<file path="src/core/lrlpm_regs.vh">
/*
 Register offsets, field positions and reset values of the LCD pixel mapper.
 Assumes inclusion by the mapper top only; definitions only, no logic.
*/
`ifndef LRLPM_REGS_VH
`define LRLPM_REGS_VH

// Register word indices (byte address bits 4:2)
`define LRLPM_OFS_CTL 3'h0
`define LRLPM_OFS_DIV 3'h1
`define LRLPM_OFS_HTIM 3'h2
`define LRLPM_OFS_VTIM 3'h3
`define LRLPM_OFS_SYNC 3'h4
`define LRLPM_OFS_STATUS 3'h5

// Control fields
`define LRLPM_CTL_EN 0
`define LRLPM_CTL_MODE_LO 1
`define LRLPM_CTL_MODE_HI 3
`define LRLPM_CTL_LVDS_EN 4
`define LRLPM_CTL_LVDS_24 5
`define LRLPM_CTL_DUAL 6
`define LRLPM_CTL_OE_SWAP 7
`define LRLPM_CTL_MIRROR 8
`define LRLPM_CTL_MASK 32'h000001FF

// Writable bits of the other registers
`define LRLPM_DIV_MASK 32'h000000FF
`define LRLPM_TIM_MASK 32'h0FFF0FFF
`define LRLPM_SYNC_MASK 32'h0003FFFF

// Sync polarity fields
`define LRLPM_SYNC_HS_INV 16
`define LRLPM_SYNC_VS_INV 17

// RGB output modes
`define LRLPM_MODE_P24 3'h0
`define LRLPM_MODE_P18 3'h1
`define LRLPM_MODE_P16 3'h2
`define LRLPM_MODE_P8C 3'h3
`define LRLPM_MODE_S24 3'h4
`define LRLPM_MODE_S18 3'h5

// Status fields
`define LRLPM_ST_UNDERRUN 0
`define LRLPM_ST_VBLANK 1

// Reset values
`define LRLPM_RST_CTL 32'h00000000
`define LRLPM_RST_DIV 32'h00000001
`define LRLPM_RST_HTIM 32'h00140010
`define LRLPM_RST_VTIM 32'h000C0008
`define LRLPM_RST_SYNC 32'h00000202

// LVDS clock lane pattern and lane width
`define LRLPM_LVDS_CLK_PAT 7'h63
`define LRLPM_LANE_W 7

`endif

</file>
<file path="src/core/lrlpm_top.v">
/*
 LCD pixel mapper: timing generator, RGB serial/parallel pin mapping and
 LVDS lane arrangement, with an Avalon-MM slave for its control registers.
 Assumes a pixel source with valid/ready handshake on clk_i, a panel that
 samples data on the rising edge of dclk_o, and an external LVDS serializer
 that shifts each 7-bit lane word out per LVDS clock.
*/
`timescale 1ns/1ps
`include "lrlpm_regs.vh"

module lrlpm_top #(
	parameter CNT_W = 12
) (
	input wire clk_i,
	input wire srst_i,
	input wire [5:0] avs_address_i,
	input wire avs_read_i,
	input wire avs_write_i,
	input wire [31:0] avs_writedata_i,
	input wire [3:0] avs_byteenable_i,
	output reg [31:0] avs_readdata_o,
	output reg avs_waitrequest_o,
	input wire pix_valid_i,
	input wire [23:0] pix_data_i,
	input wire pix_sof_i,
	output reg pix_ready_o,
	output reg dclk_o,
	output reg hsync_o,
	output reg vsync_o,
	output reg pixel_data_valid_o,
	output reg [23:0] lcd_data_o,
	output reg [34:0] lvds_even_pair_o,
	output reg [4:0] lvds_even_en_o,
	output reg [34:0] lvds_odd_pair_o,
	output reg [4:0] lvds_odd_en_o
);

	// Software-visible configuration
	reg [31:0] ctl_reg;
	reg [31:0] div_reg;
	reg [31:0] htim_reg;
	reg [31:0] vtim_reg;
	reg [31:0] sync_reg;
	reg underrun_reg;
	// Timing generator and stream state
	reg [9:0] cnt_reg;
	reg [1:0] phase_reg;
	reg [CNT_W-1:0] hpos_reg;
	reg [CNT_W-1:0] vpos_reg;
	reg [23:0] pix_cur_reg;
	reg [23:0] hold_data_reg;
	reg hold_sof_reg;
	reg hold_full_reg;
	reg pix_odd_reg;
	reg [27:0] ev_buf_reg;
	reg [CNT_W-1:0] h_next;
	reg [CNT_W-1:0] v_next;
	reg [31:0] bus_wmask;

	// Bus decode and control fields
	wire [2:0] reg_idx = avs_address_i[4:2];
	wire bus_req = avs_read_i | avs_write_i;
	wire bus_do = bus_req & ~avs_waitrequest_o;
	wire bus_wr = avs_write_i & ~avs_waitrequest_o;
	wire en = ctl_reg[`LRLPM_CTL_EN];
	wire [2:0] mode = ctl_reg[`LRLPM_CTL_MODE_HI:`LRLPM_CTL_MODE_LO];
	wire lvds_en = ctl_reg[`LRLPM_CTL_LVDS_EN];
	wire lvds_24 = ctl_reg[`LRLPM_CTL_LVDS_24];
	wire dual = ctl_reg[`LRLPM_CTL_DUAL];
	wire oe_swap = ctl_reg[`LRLPM_CTL_OE_SWAP];
	wire mirror = ctl_reg[`LRLPM_CTL_MIRROR];
	// LVDS always uses parallel pixel timing
	wire serial = ~lvds_en & ((mode == `LRLPM_MODE_S24) | (mode == `LRLPM_MODE_S18));
	// Timing fields; bits above CNT_W are ignored
	wire [CNT_W-1:0] hact = htim_reg[CNT_W-1:0];
	wire [CNT_W-1:0] htot = htim_reg[16+CNT_W-1:16];
	wire [CNT_W-1:0] vact = vtim_reg[CNT_W-1:0];
	wire [CNT_W-1:0] vtot = vtim_reg[16+CNT_W-1:16];
	wire [CNT_W-1:0] hsw = {{(CNT_W-8){1'b0}}, sync_reg[7:0]};
	wire [CNT_W-1:0] vsw = {{(CNT_W-8){1'b0}}, sync_reg[15:8]};
	wire hs_pol = sync_reg[`LRLPM_SYNC_HS_INV];
	wire vs_pol = sync_reg[`LRLPM_SYNC_VS_INV];

	// Phase period in clk cycles; zero divider treated as one
	wire [9:0] phase_div = (div_reg[7:0] == 8'h00) ? 10'h001 : {2'h0, div_reg[7:0]};
	wire [9:0] period = serial ? phase_div : phase_div * 10'h003;
	wire tick = en & (cnt_reg >= period - 10'h001);
	wire step = tick & (~serial | (phase_reg == 2'h2));

	// Level for the coming cycle: low from each period start, so data leads the rise
	// A divider of one in serial mode leaves no room for a pulse; dclk then stays low
	wire dclk_next = ~tick & (cnt_reg + 10'h001 >= (period >> 1));

	wire act_next = (h_next < hact) & (v_next < vact);
	wire first_next = (h_next == {CNT_W{1'b0}}) & (v_next == {CNT_W{1'b0}});
	// A held frame start waits for the panel's own frame start
	wire take = step & act_next & hold_full_reg & (~hold_sof_reg | first_next);
	wire [23:0] pix_next = take ? hold_data_reg : 24'h000000;
	wire hs_next = ((h_next >= hact) & (h_next < hact + hsw)) ^ hs_pol;
	wire vs_next = ((v_next >= vact) & (v_next < vact + vsw)) ^ vs_pol;
	wire hold_full_next = (hold_full_reg & ~take) | (pix_valid_i & pix_ready_o);
	wire [27:0] words_next = lane_words(pix_next, act_next, hs_next, vs_next);

	// Line start is always an even pixel, whatever the line length
	wire pix_even = (h_next == {CNT_W{1'b0}}) | ~pix_odd_reg;

	// Status word: current line, vertical blank flag and sticky underrun
	wire [31:0] status_word = {4'h0, vpos_reg, 14'h0000, ~(vpos_reg < vact), underrun_reg};

	// Masked write values; reserved bits always read back as zero
	wire [31:0] ctl_next = ((ctl_reg & ~bus_wmask) | (avs_writedata_i & bus_wmask)) & `LRLPM_CTL_MASK;
	wire [31:0] div_next = ((div_reg & ~bus_wmask) | (avs_writedata_i & bus_wmask)) & `LRLPM_DIV_MASK;
	wire [31:0] htim_next = ((htim_reg & ~bus_wmask) | (avs_writedata_i & bus_wmask)) & `LRLPM_TIM_MASK;
	wire [31:0] vtim_next = ((vtim_reg & ~bus_wmask) | (avs_writedata_i & bus_wmask)) & `LRLPM_TIM_MASK;
	wire [31:0] sync_next = ((sync_reg & ~bus_wmask) | (avs_writedata_i & bus_wmask)) & `LRLPM_SYNC_MASK;

	// Byte-enable mask for register writes
	always @* begin
		bus_wmask = {{8{avs_byteenable_i[3]}}, {8{avs_byteenable_i[2]}},
			{8{avs_byteenable_i[1]}}, {8{avs_byteenable_i[0]}}};
	end

	// Panel position of the next pixel, wrapping at line and frame ends
	always @* begin
		h_next = hpos_reg + {{(CNT_W-1){1'b0}}, 1'b1};
		v_next = vpos_reg;
		if (hpos_reg >= htot - {{(CNT_W-1){1'b0}}, 1'b1}) begin
			h_next = {CNT_W{1'b0}};
			if (vpos_reg >= vtot - {{(CNT_W-1){1'b0}}, 1'b1}) begin
				v_next = {CNT_W{1'b0}};
			end else begin
				v_next = vpos_reg + {{(CNT_W-1){1'b0}}, 1'b1};
			end
		end
	end

	// Component for a phase: red, then green, then blue
	function [7:0] comp_sel;
		input [23:0] p;
		input [1:0] ph;
		begin
			case (ph)
				2'h0: comp_sel = p[23:16];
				2'h1: comp_sel = p[15:8];
				default: comp_sel = p[7:0];
			endcase
		end
	endfunction

	// RGB pin mapping; unused lines held low to keep them quiet
	function [23:0] rgb_map;
		input [2:0] m;
		input [23:0] p;
		input [1:0] ph;
		reg [7:0] c;
		begin
			c = comp_sel(p, ph);
			case (m)
				`LRLPM_MODE_P24: rgb_map = p;
				`LRLPM_MODE_P18: rgb_map = p & 24'hFCFCFC;
				`LRLPM_MODE_P16: rgb_map = p & 24'hF8FCF8;
				`LRLPM_MODE_P8C: rgb_map = p & 24'h808080;
				`LRLPM_MODE_S24: rgb_map = {12'h000, c[7:6], 2'h0, c[5:0], 2'h0};
				`LRLPM_MODE_S18: rgb_map = {16'h0000, c[7:2], 2'h0};
				default: rgb_map = 24'h000000;
			endcase
		end
	endfunction

	// Four 7-bit lane words, bit 6 shifted first
	function [27:0] lane_words;
		input [23:0] p;
		input de;
		input hs;
		input vs;
		reg [6:0] l0;
		reg [6:0] l1;
		reg [6:0] l2;
		reg [6:0] l3;
		begin
			l0 = {p[8], p[21:16]};
			l1 = {p[1:0], p[13:9]};
			l2 = {de, vs, hs, p[5:2]};
			l3 = {1'b0, p[7:6], p[15:14], p[23:22]};
			lane_words = {l3, l2, l1, l0};
		end
	endfunction

	// Lane words onto five pin pairs, pair 0 in the low bits
	function [34:0] pin_arrange;
		input [27:0] w;
		input b24;
		input mir;
		reg [6:0] ck;
		begin
			ck = `LRLPM_LVDS_CLK_PAT;
			case ({b24, mir})
				2'b00: pin_arrange = {7'h00, ck, w[20:14], w[13:7], w[6:0]};
				2'b01: pin_arrange = {7'h00, w[6:0], w[13:7], w[20:14], ck};
				2'b10: pin_arrange = {w[27:21], ck, w[20:14], w[13:7], w[6:0]};
				default: pin_arrange = {w[6:0], w[13:7], w[20:14], ck, w[27:21]};
			endcase
		end
	endfunction

	// Avalon slave: one wait cycle, access acts when waitrequest is low
	always @(posedge clk_i) begin
		if (srst_i) begin
			avs_waitrequest_o <= 1'b1;
			avs_readdata_o <= 32'h00000000;
		end else begin
			avs_waitrequest_o <= ~(bus_req & avs_waitrequest_o);
			// Read data loads in the wait cycle so it stands once waitrequest drops
			if (avs_read_i & avs_waitrequest_o) begin
				case (reg_idx)
					`LRLPM_OFS_CTL: avs_readdata_o <= ctl_reg;
					`LRLPM_OFS_DIV: avs_readdata_o <= div_reg;
					`LRLPM_OFS_HTIM: avs_readdata_o <= htim_reg;
					`LRLPM_OFS_VTIM: avs_readdata_o <= vtim_reg;
					`LRLPM_OFS_SYNC: avs_readdata_o <= sync_reg;
					`LRLPM_OFS_STATUS: avs_readdata_o <= status_word;
					default: avs_readdata_o <= 32'h00000000;
				endcase
			end
		end
	end

	// Configuration registers; unmapped writes ignored
	always @(posedge clk_i) begin
		if (srst_i) begin
			ctl_reg <= `LRLPM_RST_CTL;
			div_reg <= `LRLPM_RST_DIV;
			htim_reg <= `LRLPM_RST_HTIM;
			vtim_reg <= `LRLPM_RST_VTIM;
			sync_reg <= `LRLPM_RST_SYNC;
		end else if (bus_wr) begin
			case (reg_idx)
				`LRLPM_OFS_CTL: ctl_reg <= ctl_next;
				`LRLPM_OFS_DIV: div_reg <= div_next;
				`LRLPM_OFS_HTIM: htim_reg <= htim_next;
				`LRLPM_OFS_VTIM: vtim_reg <= vtim_next;
				`LRLPM_OFS_SYNC: sync_reg <= sync_next;
				default: ctl_reg <= ctl_reg;
			endcase
		end
	end

	// Underrun sticky; a new underrun wins over a write-one clear
	always @(posedge clk_i) begin
		if (srst_i) begin
			underrun_reg <= 1'b0;
		end else if (step & act_next & ~take) begin
			underrun_reg <= 1'b1;
		end else if (bus_wr & (reg_idx == `LRLPM_OFS_STATUS) & avs_byteenable_i[0]
			& avs_writedata_i[`LRLPM_ST_UNDERRUN]) begin
			underrun_reg <= 1'b0;
		end
	end

	// One-pixel holding stage; ready falls while it is full
	always @(posedge clk_i) begin
		if (srst_i) begin
			hold_full_reg <= 1'b0;
			hold_data_reg <= 24'h000000;
			hold_sof_reg <= 1'b0;
			pix_ready_o <= 1'b0;
		end else begin
			hold_full_reg <= hold_full_next;
			pix_ready_o <= en & ~hold_full_next;
			if (pix_valid_i & pix_ready_o) begin
				hold_data_reg <= pix_data_i;
				hold_sof_reg <= pix_sof_i;
			end
		end
	end

	// Pixel clock divider; dclk low in first half so data settles before rise
	always @(posedge clk_i) begin
		if (srst_i | ~en) begin
			cnt_reg <= 10'h000;
			dclk_o <= 1'b0;
		end else begin
			cnt_reg <= tick ? 10'h000 : cnt_reg + 10'h001;
			dclk_o <= dclk_next;
		end
	end

	// Timing generator and RGB pins; while disabled the position parks so the
	// first pixel after enable lands on the frame origin
	always @(posedge clk_i) begin
		if (srst_i | ~en) begin
			phase_reg <= 2'h0;
			hpos_reg <= {CNT_W{1'b1}};
			vpos_reg <= {CNT_W{1'b1}};
			pix_cur_reg <= 24'h000000;
			hsync_o <= 1'b0;
			vsync_o <= 1'b0;
			pixel_data_valid_o <= 1'b0;
			lcd_data_o <= 24'h000000;
		end else if (step) begin
			phase_reg <= 2'h0;
			hpos_reg <= h_next;
			vpos_reg <= v_next;
			pix_cur_reg <= pix_next;
			hsync_o <= hs_next;
			vsync_o <= vs_next;
			pixel_data_valid_o <= act_next;
			lcd_data_o <= lvds_en ? 24'h000000 : rgb_map(mode, pix_next, 2'h0);
		end else if (tick) begin
			phase_reg <= phase_reg + 2'h1;
			lcd_data_o <= rgb_map(mode, pix_cur_reg, phase_reg + 2'h1);
		end
	end

	// LVDS lane words: single channel uses the even group only, dual pairs
	// an even pixel with the following odd one on one LVDS clock
	always @(posedge clk_i) begin
		if (srst_i | ~en | ~lvds_en) begin
			pix_odd_reg <= 1'b0;
			ev_buf_reg <= 28'h0000000;
			lvds_even_pair_o <= 35'h000000000;
			lvds_odd_pair_o <= 35'h000000000;
			lvds_even_en_o <= 5'h00;
			lvds_odd_en_o <= 5'h00;
		end else if (step) begin
			pix_odd_reg <= (h_next == {CNT_W{1'b0}}) ? 1'b1 : ~pix_odd_reg;
			lvds_even_en_o <= lvds_24 ? 5'h1F : 5'h0F;
			lvds_odd_en_o <= (dual & lvds_24) ? 5'h1F : (dual ? 5'h0F : 5'h00);
			if (~dual) begin
				lvds_even_pair_o <= pin_arrange(words_next, lvds_24, mirror);
				lvds_odd_pair_o <= 35'h000000000;
			end else if (pix_even) begin
				ev_buf_reg <= words_next;
			end else if (oe_swap) begin
				lvds_even_pair_o <= pin_arrange(words_next, lvds_24, mirror);
				lvds_odd_pair_o <= pin_arrange(ev_buf_reg, lvds_24, mirror);
			end else begin
				lvds_even_pair_o <= pin_arrange(ev_buf_reg, lvds_24, mirror);
				lvds_odd_pair_o <= pin_arrange(words_next, lvds_24, mirror);
			end
		end
	end

endmodule

</file>
<file path="config.mk">
export PLATFORM = sky130hd
export DESIGN_NAME = lrlpm_top
export DESIGN_NICKNAME = d
export VERILOG_FILES = /design/src/core/lrlpm_top.v
export VERILOG_INCLUDE_DIRS = /design/src /design/src/core
export SDC_FILE = /design/constraint.sdc
export NUM_CORES = 1
export LEC_CHECK = 0
export BUFFER_PORTS_ARGS = -buffer_cell sky130_fd_sc_hd__buf_2
export CELL_PAD_IN_SITES_DETAIL_PLACEMENT = 0
export CELL_PAD_IN_SITES_GLOBAL_PLACEMENT = 1
export CORE_ASPECT_RATIO = 1.2
export CORE_MARGIN = 2
export CORE_UTILIZATION = 48
export DETAILED_ROUTE_END_ITERATION = 10
export GPL_TIMING_DRIVEN = 0
export PLACE_DENSITY = 0.9
export SKIP_CTS_REPAIR_TIMING = 1
export SYNTH_ARGS = -nofsm -noshare
export SYNTH_HDL_FRONTEND = slang
export SYNTH_SLANG_ARGS = --single-unit
</file>
<file path="constraint.sdc">
create_clock -name clk_i -period 11.5 [get_ports clk_i]
set_input_delay 1.15 -clock clk_i [delete_from_list [all_inputs] [get_ports clk_i]]
set_output_delay 1.15 -clock clk_i [all_outputs]
set_load 0.01 [all_outputs]
</file>
==> flow_summary.json <==
{
  "dr.pass1.iters": 6,
  "core_area_um2": 40500,
  "cts.htree.levels": 2,
  "synth_top_area_share_pct": 33.7,
  "internal_power_w": 0.00192,
  "insertion_delay_ns": 0.58,
  "hold_depth": 2,
  "cp-start-kind": "flop",
  "fin_cells": 3319,
  "relSlewSlack_pct": 27.4,
  "die_h_um": 226,
  "via_count": 20804,
  "numPortBuffers": 199,
  "synth.area.top_cells": "dfxtp_1 34%, ha_1 8.5%, nand2_1 7.0%, a21oi_1 6.1%, nand3_1 4.1%",
  "via_per_inst": 6.27,
  "fin_crit_ns": 7.51,
  "cts.clk_slew.worst_paths_ns": 0.06,
  "synth-edff-count": 0,
  "setup_tns_ns": 0,
  "crit_slowest_cell": "a211oi_1",
  "ys_ff_latch": 330,
  "cts_tree": "done",
  "p_switching_w": 0.000617,
  "syn_inst": 2508,
  "slowest_delay_ns": 0.86,
  "route.detailed.drc": 0,
  "status": "completed",
  "cts_buffer_depth": 3,
  "layout-drive-gt1-share_pct": 11.6,
  "seq_area_frac_synth_pct": 33.7,
  "crit_type": "reg -> reg",
  "clock-sinks": 330,
  "synth-warning-count": 0,
  "utilization_pct": 55.7,
  "numCtsBuffers": 39,
  "drtIter0Drc": 1964,
  "placed_cells": 3249,
  "grt.total_usage_pct": 38.1,
  "peakVddDrop_v": 0.000112,
  "start_util_pct": 48.4,
  "synth.distinct_cells": 88,
  "synth-main-ff-cell": "dfxtp_1",
  "fin_ws_ns": 3.99,
  "dp_hpwl_um": 64200,
  "synth.cell_area_um2": 19600,
  "gp_congestion": 1.00,
  "tightestPinTransition_ns": 1.09,
  "leakage_nw": 8.98,
  "clock-root-buffer": "clkbuf_16",
  "wl_per_cell_um": 24.9,
  "slew_violations": 0,
  "grt_max_degree": 14,
  "multi_input_area_um2": 12000,
  "pwr-share-seq_pct": 45.5,
  "n_fill_cell": 4005,
  "grt-ovfl-total": 0,
  "clock_skew_ns": 0.0184,
  "die_area_um2": 42500,
  "nNetsFinal": 2958,
  "synth_top_cell_by_area": "dfxtp_1",
  "seq_area_um2": 6610,
  "cap_violations": 0,
  "r2r_cells": 29,
  "cp.required_ns": 12.00,
  "worst_ep_arrival_time_ns": 8.01,
  "end_kind": "flop",
  "clkPwrFrac_pct": 50.4,
  "avgSynthCellArea_um2": 7.83,
  "p_sw_share_pct": 24.3,
  "rsz0062_at_grt": "no",
  "min-delay-path-class": "reg -> reg",
  "final_antenna_net_count": 0,
  "setup_viol": 0,
  "antenna_found_initial": 0,
  "clock.fmax_mhz": 133,
  "rows": 81,
  "syn_to_final_growth_pct": 15.1,
  "fin_crit_sh_pct": 65.3,
  "boundaryPins": 214,
  "grt_pass1_vias": 19773,
  "dieWidth_um": 189,
  "grt_pass1_wl_um": 122000,
  "wl_um": 82800,
  "p_comb_share_pct": 4.2,
  "pre_cts_slack_ns": 4.16,
  "p_per_area_nw_per_um2": 112,
  "worst-path-max-fanout": 10,
  "hold_violations": 0,
  "postSynth.asyncResetShare_pct": 0
}
-- cells in the mapped netlist, types with 7 or more instances --
library cell and count:
nand2_1 367, dfxtp_1 330, a21oi_1 240, nor2_1 195, nand3_1 159, clkbuf_1 154, o21ai_0 143, ha_1 133
inv_1 75, a22oi_1 68, mux2i_1 65, xnor2_1 56, nor3_1 34, a22o_1 28, a31oi_1 25, and3_1 24
a21o_1 22, nand4_1 22, xor2_1 21, a211oi_1 19, nor2b_1 17, buf_2 16, and2_1 14, nand2b_1 14
o31ai_1 14, buf_4 12, nor4_1 12, a221oi_1 11, a32oi_1 11, nor3b_1 11, o311ai_0 11, a32o_1 10
buf_1 10, nand3b_1 10, a41oi_1 9, o211ai_1 9, or4_1 9, o211a_1 8, o22ai_1 8, and4_1 7
o21bai_1 7, o221ai_1 7, or3_1 7
-- power groups by stage --
stage | Combinational, W | Clock, W | Sequential (W)
4_1_cts | 0.000104 | 0.00129 | 0.00115
3_3_place_gp | 0.000102 | 0 | 0.00118
6_report | 0.000106 | 0.00128 | 0.00115
2_1_floorplan | 0.0000536 | 0 | 0.00118
5_1_grt | 0.000113 | 0.00133 | 0.00115
3_5_place_dp | 0.000103 | 0 | 0.00118
-- cells in the final DEF, fill, tap and decap left out, types with 12 or more instances in the layout --
cell type    n
a211oi_1    19
a21o_1      22
a21oi_1    240
a22o_1      28
a22oi_1     68
a31oi_1     25
and2_1      14
and3_1      24
buf_2      215
buf_4       12
clkbuf_1   160
clkbuf_16   39
dfxtp_1    330
ha_1       133
inv_1       75
mux2i_1     65
nand2_1    367
nand2b_1    14
nand3_1    159
nand4_1     22
nor2_1     195
nor2b_1     17
nor3_1      34
nor4_1      12
o21ai_0    143
o31ai_1     14
xnor2_1     56
xor2_1      21
-- layout make-up --
cell class,count,area share (%)
Multi-Input combinational cell,1911,52.9
Sequential cell,330,29.2
Clock buffer,48,4.60
Timing Repair Buffer,199,4.41
Buffer,194,3.55
Tap cell,539,2.98
Inverter,76,1.26
Clock inverter,21,1.04
Antenna cell,1,0.0111
-- routing by layer --
metal | track usage, % | share of wire [%] | up-vias
met5 | 0 | 0 | -
met4 | 23.5 | 7.0 | 0
met3 | 5.56 | 7.2 | 268
met2 | 65.8 | 47 | 1057
met1 | 44.5 | 38 | 9955
li1 | - | - | 9524
-- path summary, 6_finish.rpt --
kind,startpoint,endpoint,slack (ns)
max,flop,lvds_even_pair_o[31],3.99
min,lvds_even_pair_o[21],lvds_even_pair_o[21],0.45
max reg2reg,flop,lvds_even_pair_o[31],3.99
min reg2reg,lvds_even_pair_o[21],lvds_even_pair_o[21],0.45
-- cells by family after synthesis --
group,Yosys count,synth area share [%]
buffers and inverters,270,5.54
AOI/OAI and AO/OA,702,23.3
xor gates and xnor gates,77,3.44
DFF,330,33.7
and+or+nand+nor,919,21.4
other,1,0.0191
adders and majority gates,138,8.83
muxes,71,3.77
-- metrics by stage --
step | instance area, um2 | total power [W] | hold slack [ns]
floorplan | 19600 | 0.00123 | 0.416
global placement | 21300 | 0.00128 | 0.431
detailed placement | 21300 | 0.00128 | 0.435
CTS | 22600 | 0.00254 | 0.443
global route | 22600 | 0.00259 | 0.460
finish | 22600 | 0.00253 | 0.446
-- worst max-delay path, delay by kind of cell, from the launching register on --
kind            cells  cell delay (ns)
fa+ha+maj           4             1.11
mux                 1             0.09
compound gates      9             2.48
buf+inv             4             1.08
xor+xnor            2             0.32
flops               1             0.32
simple gates        9             2.04
No activity file was read; power rests on OpenSTA's default activity.
